## config.mk

```make
export PLATFORM = sky130hd
export DESIGN_NAME = vk_keyer
export DESIGN_NICKNAME = d
export VERILOG_FILES = /design/src/hw/vk_pkg.sv /design/src/hw/vk_keyer.sv
export VERILOG_INCLUDE_DIRS = /design/src /design/src/hw
export SDC_FILE = /design/constraint.sdc
export NUM_CORES = 2
export LEC_CHECK = 0
export ABC_AREA = 1
export BUFFER_PORTS_ARGS = -buffer_cell sky130_fd_sc_hd__buf_4
export CAP_MARGIN = 20
export CORE_UTILIZATION = 51
export CTS_CLUSTER_DIAMETER = 150
export DETAILED_ROUTE_END_ITERATION = 12
export PLACE_DENSITY = 0.67
export SLEW_MARGIN = 20
export SYNTH_ARGS = -nofsm -noshare
export SYNTH_HDL_FRONTEND = slang
export SYNTH_SLANG_ARGS = --single-unit
```

## constraint.sdc

```tcl
create_clock -name clk -period 29.2 [get_ports clk]
set_input_delay 7.3 -clock clk [delete_from_list [all_inputs] [get_ports clk]]
set_output_delay 7.3 -clock clk [all_outputs]
set_load 0.01 [all_outputs]
```

## src/hw/vk_params.svh

```systemverilog
// register map, reset values and fixed levels of the video keyer
`ifndef VK_PARAMS_SVH
`define VK_PARAMS_SVH
`define VK_A_CTRL    6'h00
`define VK_A_CLIP    6'h04
`define VK_A_GAIN    6'h08
`define VK_A_UPPER   6'h0c
`define VK_A_LOWER   6'h10
`define VK_A_OPAC    6'h14
`define VK_A_POS     6'h18
`define VK_A_SIZE    6'h1c
`define VK_A_CORE    6'h20
`define VK_A_STAT    6'h24
`define VK_CTRL_RST  9'h001
`define VK_UPPER_RST 10'h3ff
`define VK_LOWER_RST 10'h000
`define VK_OPAC_RST  10'h3ff
`define VK_POS_RST   3'h0
`define VK_SIZE_RST  2'h0
`define VK_CORE_RST  10'h000
`define VK_RECIP_RST 21'h000401
`define VK_KMAX      10'h3ff
`define VK_GAIN_K    18'h00a3b
`define VK_GAIN_MAX  7'h64
`define VK_MASK_TH   10'h200
`define VK_DIV_LAST  5'h14
`define VK_CTR_BASE  4'h4
`endif

```

## src/hw/vk_pkg.sv

```systemverilog
// types shared by the video keyer
package vk_pkg;
    typedef enum logic [1:0] {VK_ADD = 2'b00, VK_LUMA = 2'b01, VK_LIN = 2'b10} vk_mode_t;
    typedef enum logic {VK_IDLE = 1'b0, VK_RUN = 1'b1} vk_dv_t;
    typedef struct packed {
        logic     self_key;
        logic     coring;
        logic     mask_vid;
        logic     force_en;
        logic     inhibit_en;
        logic     invert;
        logic     s_shape;
        vk_mode_t mode;
    } vk_ctl_t;
    typedef struct packed {
        vk_ctl_t    ctl;
        logic [9:0] upper;
        logic [9:0] lower;
        logic [9:0] opac;
        logic [2:0] pos;
        logic [1:0] size;
        logic [9:0] core;
    } vk_cfg_t;
    typedef struct packed {
        logic       valid;
        logic       sof;
        logic [9:0] bg;
        logic [9:0] cut;
        logic [9:0] fill;
        logic [9:0] mask;
        logic       mpat;
    } vk_vin_t;
    typedef struct packed {
        logic       valid;
        logic       sof;
        logic [9:0] bg;
        logic [9:0] fill;
        logic [9:0] mask;
        logic       mpat;
    } vk_side_t;
    typedef struct packed {
        logic       valid;
        logic       sof;
        logic [9:0] y;
        logic [9:0] preview;
    } vk_vout_t;
endpackage

```

## src/hw/vk_keyer.sv

```systemverilog
// luminance/linear/additive keyer datapath with avalon-mm control registers
`timescale 1ns/100ps
`default_nettype none
`include "vk_params.svh"
module vk_keyer (
    input  wire logic             clk,              // pixel clock
    input  wire logic             sys_rst,          // async reset
    input  wire vk_pkg::vk_vin_t  vid_in,           // pixel stream in
    output var  vk_pkg::vk_vout_t vid_out,          // composite and key preview
    input  wire logic [5:0]       avs_address,      // byte address
    input  wire logic             avs_read,         // read request
    input  wire logic             avs_write,        // write request
    input  wire logic [31:0]      avs_writedata,    // write data
    input  wire logic [3:0]       avs_byteenable,   // byte lanes
    output var  logic [31:0]      avs_readdata,     // read data
    output logic                  avs_waitrequest   // stall
);
    import vk_pkg::*;

    localparam vk_cfg_t CFG_RST = {`VK_CTRL_RST, `VK_UPPER_RST, `VK_LOWER_RST,
        `VK_OPAC_RST, `VK_POS_RST, `VK_SIZE_RST, `VK_CORE_RST};

    vk_cfg_t     sh;
    vk_cfg_t     act;
    logic [20:0] sh_recip;
    logic [20:0] act_recip;
    logic        ack;
    logic        wen;
    logic        thr_wr;
    logic [9:0]  wd;
    logic [9:0]  span;
    logic [10:0] csum;
    logic [9:0]  clip_rd;
    logic [6:0]  gp;
    logic [17:0] gprod;
    logic [9:0]  gspan;
    logic [15:0] rmux;
    logic        busy;
    logic        latch;
    vk_dv_t      dv;
    logic        dv_go;
    logic [4:0]  cnt;
    logic [10:0] rem;
    logic [10:0] dr;
    logic        qb;
    logic [10:0] nrem;
    logic [20:0] q;
    logic [9:0]  den;

    function automatic logic [19:0] vk_place(input logic [9:0] c, input logic [9:0] sp);
        logic [9:0] h;
        logic [9:0] lo;
        h = {1'b0, sp[9:1]};
        lo = (c < h) ? 10'h000 : c - h;
        if (lo > `VK_KMAX - sp) begin
            lo = `VK_KMAX - sp;
        end
        vk_place = {lo + sp, lo};
    endfunction

    // bus slave: one wait cycle, then the answer
    assign avs_waitrequest = (avs_read | avs_write) & ~ack;
    assign wen = avs_write & ack & (&avs_byteenable[1:0]);
    assign wd = avs_writedata[9:0];
    assign thr_wr = wen & ((avs_address == `VK_A_CLIP) | (avs_address == `VK_A_GAIN)
                    | (avs_address == `VK_A_UPPER) | (avs_address == `VK_A_LOWER));
    assign span = sh.upper - sh.lower;
    assign csum = {1'b0, sh.upper} + {1'b0, sh.lower};
    assign clip_rd = csum[10:1];
    assign gp = ((|avs_writedata[15:7]) || (wd[6:0] > `VK_GAIN_MAX)) ? `VK_GAIN_MAX : wd[6:0];
    assign gprod = {11'h000, gp} * `VK_GAIN_K;
    assign gspan = gprod[17:8];

    always_ff @(posedge clk or posedge sys_rst) begin
        if (sys_rst) begin
            ack <= 1'b0;
        end else begin
            ack <= (avs_read | avs_write) & ~ack;
        end
    end

    always_comb begin
        rmux = 16'h0000;
        case (avs_address)
            `VK_A_CTRL:  rmux = {7'h00, sh.ctl};
            `VK_A_CLIP:  rmux = {6'h00, clip_rd};
            `VK_A_GAIN:  rmux = {6'h00, span};
            `VK_A_UPPER: rmux = {6'h00, sh.upper};
            `VK_A_LOWER: rmux = {6'h00, sh.lower};
            `VK_A_OPAC:  rmux = {6'h00, sh.opac};
            `VK_A_POS:   rmux = {13'h0000, sh.pos};
            `VK_A_SIZE:  rmux = {14'h0000, sh.size};
            `VK_A_CORE:  rmux = {6'h00, sh.core};
            `VK_A_STAT:  rmux = {14'h0000, (sh != act) | (sh_recip != act_recip), busy};
            default:     rmux = 16'h0000;
        endcase
    end

    always_ff @(posedge clk or posedge sys_rst) begin
        if (sys_rst) begin
            avs_readdata <= 32'h00000000;
        end else if (avs_read & ~ack) begin
            avs_readdata <= {16'h0000, rmux};
        end
    end

    // shadow settings; thresholds kept consistent on every write
    always_ff @(posedge clk or posedge sys_rst) begin
        if (sys_rst) begin
            sh <= CFG_RST;
        end else if (wen) begin
            case (avs_address)
                `VK_A_CTRL: begin
                    if (wd[1:0] != 2'b11) begin
                        sh.ctl <= vk_ctl_t'(wd[8:0]);
                    end
                end
                `VK_A_CLIP:  {sh.upper, sh.lower} <= vk_place(wd, span);
                `VK_A_GAIN:  {sh.upper, sh.lower} <= vk_place(clip_rd, gspan);
                `VK_A_UPPER: sh.upper <= (wd < sh.lower) ? sh.lower : wd;
                `VK_A_LOWER: sh.lower <= (wd > sh.upper) ? sh.upper : wd;
                `VK_A_OPAC:  sh.opac <= wd;
                `VK_A_POS:   sh.pos <= wd[2:0];
                `VK_A_SIZE:  sh.size <= wd[1:0];
                `VK_A_CORE:  sh.core <= wd;
                default: ;
            endcase
        end
    end

    // reciprocal of span by serial division, so the ramp needs no divider
    assign dr = {rem[9:0], cnt == `VK_DIV_LAST};
    assign qb = dr >= {1'b0, den};
    assign nrem = qb ? dr - {1'b0, den} : dr;
    assign busy = dv_go | (dv == VK_RUN);

    always_ff @(posedge clk or posedge sys_rst) begin
        if (sys_rst) begin
            dv_go <= 1'b0;
            dv <= VK_IDLE;
            cnt <= 5'h00;
            rem <= 11'h000;
            q <= 21'h000000;
            den <= 10'h000;
            sh_recip <= `VK_RECIP_RST;
        end else begin
            dv_go <= thr_wr;
            if (dv_go) begin
                dv <= VK_RUN;
                cnt <= `VK_DIV_LAST;
                rem <= 11'h000;
                q <= 21'h000000;
                den <= span;
            end else begin
                unique case (dv)
                    VK_IDLE: ;
                    VK_RUN: begin
                        rem <= nrem;
                        q <= {q[19:0], qb};
                        cnt <= cnt - 5'h01;
                        if (cnt == 5'h00) begin
                            dv <= VK_IDLE;
                            sh_recip <= {q[19:0], qb};
                        end
                    end
                endcase
            end
        end
    end

    // settings move to the datapath only at frame start; a busy divider defers it
    assign latch = vid_in.valid & vid_in.sof & ~busy;

    always_ff @(posedge clk or posedge sys_rst) begin
        if (sys_rst) begin
            act <= CFG_RST;
            act_recip <= `VK_RECIP_RST;
        end else if (latch) begin
            act <= sh;
            act_recip <= sh_recip;
        end
    end

    // datapath
    vk_side_t    sd [0:9];
    logic [9:0]  dl [0:9];
    logic [3:0]  tap;
    logic [9:0]  nc;
    logic [30:0] rprod;
    logic [9:0]  next_ka;
    logic [9:0]  ka;
    logic [9:0]  kb;
    logic [9:0]  k2;
    logic [19:0] k2p;
    logic [19:0] k3p;
    logic [11:0] sv;
    logic [9:0]  next_ks;
    logic [9:0]  ks;
    logic [9:0]  ki;
    logic        mk;
    logic [20:0] opp;
    logic [9:0]  kf;
    logic [10:0] kk;
    logic [9:0]  fc;
    logic [20:0] bgp;
    logic [20:0] flp;
    logic [9:0]  kfm;
    logic        mv;
    logic        ms;
    logic [21:0] sum;

    // cut, background and fill enter together; the cut (the fill when self_key is set) gets its own tapped line
    always_ff @(posedge clk or posedge sys_rst) begin
        if (sys_rst) begin
            for (int i = 0; i < 10; i++) begin
                sd[i] <= '0;
                dl[i] <= 10'h000;
            end
        end else begin
            sd[0] <= {vid_in.valid, vid_in.sof, vid_in.bg, vid_in.fill,
                      vid_in.mask, vid_in.mpat};
            dl[0] <= act.ctl.self_key ? vid_in.fill : vid_in.cut;
            for (int i = 1; i < 10; i++) begin
                sd[i] <= sd[i-1];
                dl[i] <= dl[i-1];
            end
        end
    end

    // centre tap dl[5] lines up with sd[5]; pos moves it by -4..+3 pixels
    assign tap = `VK_CTR_BASE + {act.pos[2], act.pos};

    always_comb begin
        nc = dl[tap + 4'h1];
        if ((act.size != 2'h0) && (dl[tap + 4'h2] < nc)) begin
            nc = dl[tap + 4'h2];
        end
        if (act.size[1] && (dl[tap] < nc)) begin
            nc = dl[tap];
        end
        rprod = {21'h000000, nc - act.lower} * {10'h000, act_recip};
        // equal thresholds fall through to a hard edge
        if (nc >= act.upper) begin
            next_ka = `VK_KMAX;
        end else if (nc <= act.lower) begin
            next_ka = 10'h000;
        end else begin
            next_ka = rprod[19:10];
        end
    end

    assign k2p = {10'h000, ka} * {10'h000, ka};
    assign k3p = {10'h000, k2} * {10'h000, kb};
    assign sv = {2'b00, k2} + {1'b0, k2, 1'b0} - {1'b0, k3p[19:10], 1'b0};

    always_comb begin
        next_ks = kb;
        if (act.ctl.s_shape && (act.ctl.mode == VK_LUMA)) begin
            next_ks = (sv > 12'h3ff) ? `VK_KMAX : sv[9:0];
        end
    end

    always_comb begin
        ki = act.ctl.invert ? `VK_KMAX - ks : ks;
        mk = act.ctl.mask_vid ? (sd[8].mask >= `VK_MASK_TH) : sd[8].mpat;
        // inhibit wins where both masks cover a pixel
        if (act.ctl.inhibit_en && mk) begin
            ki = 10'h000;
        end else if (act.ctl.force_en && mk) begin
            ki = `VK_KMAX;
        end
        opp = {11'h000, ki} * {10'h000, {1'b0, act.opac} + 11'h001};
    end

    // full key reaches 1024 so opaque areas drop the background entirely
    assign kk = {1'b0, kf} + {10'h000, kf[9]};
    assign fc = (act.ctl.coring && (kf == 10'h000) && (sd[9].fill < act.core))
                ? 10'h000 : sd[9].fill;
    assign sum = {1'b0, bgp} + {1'b0, flp};

    always_ff @(posedge clk or posedge sys_rst) begin
        if (sys_rst) begin
            ka <= 10'h000;
            kb <= 10'h000;
            k2 <= 10'h000;
            ks <= 10'h000;
            kf <= 10'h000;
        end else begin
            ka <= next_ka;
            kb <= ka;
            k2 <= k2p[19:10];
            ks <= next_ks;
            kf <= opp[19:10];
        end
    end

    always_ff @(posedge clk or posedge sys_rst) begin
        if (sys_rst) begin
            bgp <= 21'h000000;
            flp <= 21'h000000;
            kfm <= 10'h000;
            mv <= 1'b0;
            ms <= 1'b0;
        end else begin
            bgp <= {11'h000, sd[9].bg} * {10'h000, 11'h400 - kk};
            if (act.ctl.mode == VK_ADD) begin
                flp <= {1'b0, fc, 10'h000};
            end else begin
                flp <= {11'h000, fc} * {10'h000, kk};
            end
            kfm <= kf;
            mv <= sd[9].valid;
            ms <= sd[9].sof;
        end
    end

    always_ff @(posedge clk or posedge sys_rst) begin
        if (sys_rst) begin
            vid_out <= '0;
        end else begin
            vid_out.valid <= mv;
            vid_out.sof <= ms;
            vid_out.y <= (sum[21:20] != 2'b00) ? `VK_KMAX : sum[19:10];
            vid_out.preview <= kfm;
        end
    end
endmodule
`default_nettype wire

```

==> results.py <==
metrics = {
    "timing": {
        "layout_min_cycle_time_ns": 17.29,
        "period_share_pct": 59.2,
        "tightest_slew_ns": 1.15,
        "finalMaxSlewViolations": 0,
        "slew_headroom_pct": 23.4,
        "setup_viol": 0,
        "finClkSkew_ns": 0.0751,
        "timing.setup.tns_ns": 0,
        "fmax_ghz": 0.0578,
        "rsz0062_at_grt": "no",
        "timing_hold_violations_final": 0,
    },
    "setup_path": {
        "cp_max_fo": 14,
        "critPathMaxStageDelay_ns": 0.53,
        "worstSetupPathType": "in2reg",
        "ff2ff_setup_slack_ns": 16.45,
        "crit_path_start_kind": "primary input",
        "cp_common_cell": "nand2_1",
        "endpoint_kind": "flop",
        "crit_arrival_ns": 17.89,
        "reg2reg_depth": 55,
        "crit_required_ns": 29.80,
        "slowest_stage": "fa_1",
    },
    "finish": {
        "num_antenna_cells": 0,
        "drive_gt1_share_pct": 5.93,
        "fin_nets": 7419,
        "synthToLayoutAreaGrowth_pct": 8.43,
        "fillers": 9502,
    },
    "global_route": {
        "grt_max_degree": 193,
        "grt_use_total_pct": 26.3,
        "grt_pass1_wl_um": 222000,
        "overflow": 0,
        "grt_pass1_vias": 41800,
        "antenna_found_initial": 1,
    },
    "logic_synthesis": {
        "ys.flop_type": "dfrtp_1",
        "synth_edf_count": 0,
        "synthCells": 6316,
        "ys_async_sr_fraction_pct": 100,
        "yosysWarnings": 0,
        "synth_area_um2": 53700,
        "yosysSeqAreaShare_pct": 31.4,
        "ys_ff_latch": 672,
        "ys_types": 66,
        "syn_area_per_cell_um2": 8.51,
    },
    "clock_tree": {
        "cts_resized": 0,
        "h-tree-depth": 3,
        "cts_tree": "yes",
        "insertion_delay_ns": 0.70,
        "cts-buffers-inserted": 74,
        "clock-root-buffer": "clkbuf_16",
        "clk_path_buf_depth": 3,
        "post_cts_buffers": 0,
        "cts.reportedPaths.clkPinSlew_ns": 0.06,
        "holdBufCountCts": 0,
        "cts_sinks": 672,
    },
    "placed_design": {
        "dp_hpwl_um": 106000,
        "gp_congestion": 0.965,
        "portBuffers": 94,
    },
    "die": {
        "die_y_um": 327,
        "row_count": 118,
        "initial_core_util_pct": 51.7,
        "dieWidth_um": 327,
        "design.die.area_um2": 107000,
        "io_pins": 144,
        "core_um2": 104000,
    },
    "routing": {
        "drt_iter0_drc": 3068,
        "final_antenna_net_count": 0,
        "wl_met2_um": 62500,
        "firstDrtPassIters": 6,
        "maxUsedRoutingLayer": "met5",
        "remaining_drc_errors": 0,
        "post_drt_wl_per_cell_um": 17.6,
        "m1WireLength_um": 61500,
        "via_per_inst": 5.37,
        "route.met3.wl_um": 8420,
        "wl_um": 137000,
        "vias": 41800,
    },
    "job": {
        "max_cap_violations": 0,
    },
    "worst_hold_path": {
        "hp-class": "reg2reg",
        "hold_depth": 0,
    },
    "run_status": {
        "status": "completed",
    },
}
## logic make-up (layout without fill, tap and decap cells)
group,Yosys count,after routing,synth area share (%)
compound gates,930,930,9.67
xor+xnor,204,204,3.32
fa+ha+maj,979,979,29.0
buf+inv,1347,1422,9.62
flops,672,672,31.4
mux,37,37,0.736
other cells,1,22,0.00698
simple gates,2146,2146,16.2
## layout make-up
| type | count | area [um2] | area share [%] |
|---|---|---|---|
| Clock inverter | 36 | 492 | 0.844 |
| Clock buffer | 101 | 2060 | 3.54 |
| Inverter | 1163 | 4370 | 7.50 |
| Tap cell | 1380 | 1730 | 2.96 |
| Sequential cell | 672 | 16900 | 29.0 |
| Multi-Input combinational cell | 4318 | 31800 | 54.6 |
| Timing Repair Buffer | 122 | 941 | 1.61 |
## through the flow
stage | utilization (%) | hold slack (ns) | worst slack [ns] | area [um2] | instances
after floorplan | - | 0.331 | 3.14 | 53800 | 6337
after global placement | 53.6 | 0.332 | 11.30 | 55700 | 7655
after detailed placement | 53.6 | 0.335 | 11.22 | 55700 | 7655
after CTS | 56.1 | 0.315 | 11.92 | 58300 | 7792
after global routing | 56.1 | 0.321 | 10.94 | 58300 | 7792
final | 56.1 | 0.305 | 11.91 | 58300 | 7792
## metal layers
| metal | up-vias | global-route usage, % |
|---|---|---|
| li1 | 19900 | - |
| met1 | 20400 | 36.7 |
| met4 | 2 | 8.80 |
| met5 | - | 0 |
| met3 | 265 | 4.18 |
| met2 | 1220 | 41.8 |
## registers in the layout, summed over array words and instances (netlist names), 21 cells and up
| name | cells |
|---|---|
| act | 54 |
| act_recip | 21 |
| bgp | 21 |
| dl | 100 |
| flp | 21 |
| sd | 238 |
| sh | 54 |
| sh_recip | 21 |
| vid_out | 22 |
## worst max-delay path: cells and delay by family
kind	cells	cell delay, ns
AND/OR/NAND/NOR	21	2.95
XOR/XNOR	1	0.47
buffers and inverters	8	1.36
AO/OA/AOI/OAI	12	1.91
adder cells (fa/ha/maj)	10	3.90
## layout by cell type, fill, tap and decap left out, types with 74 or more instances in the layout
cell type	synthesis	routed
inv_1	1130	1129
fa_1	447	447
xnor2_1	74	74
nand2_1	1361	1361
o21ai_0	371	371
dfrtp_1	626	625
ha_1	532	532
nand3_1	187	186
xor2_1	130	130
clkbuf_16	0	74
nor2_1	419	418
a21oi_1	316	316
buf_4	23	120
## cells in the mapped netlist, types with 13 or more instances
library cell	count	area share, %
o21ai_1	20	0.19
clkinv_1	14	0.098
mux2_2	20	0.42
xnor2_1	74	1.2
a21oi_1	316	2.9
a221oi_1	15	0.24
o21bai_1	17	0.24
o22ai_1	43	0.50
o211ai_1	43	0.60
buf_4	23	0.32
nor3_1	49	0.46
or2_2	35	0.41
fa_1	447	17
nand3_1	187	1.7
nor4_1	19	0.22
buf_2	13	0.12
a21o_1	15	0.21
clkbuf_1	134	0.94
inv_1	1130	7.9
a31oi_1	20	0.23
mux2i_1	17	0.32
dfrtp_1	626	29
dfstp_2	46	2.2
xor2_1	130	2.1
nand4_1	48	0.56
nand2_1	1361	9.5
nor2_1	419	2.9
ha_1	532	12
inv_2	19	0.13
o21ai_0	371	3.5
## worst paths after layout
kind,end,from
worst min-delay path,sd[95],sd[128]
min in group asynchronous,sd[32],sys_rst
worst max register to register,ka[8],act[14]
worst max-delay path,sh[43],avs_writedata[7]
max in group asynchronous,ks[5],sys_rst
worst min register to register,sd[95],sd[128]
Power is left out: the tool's default activity adds up to more than one toggle a clock period on the data nets, which glitch-free logic cannot reach.
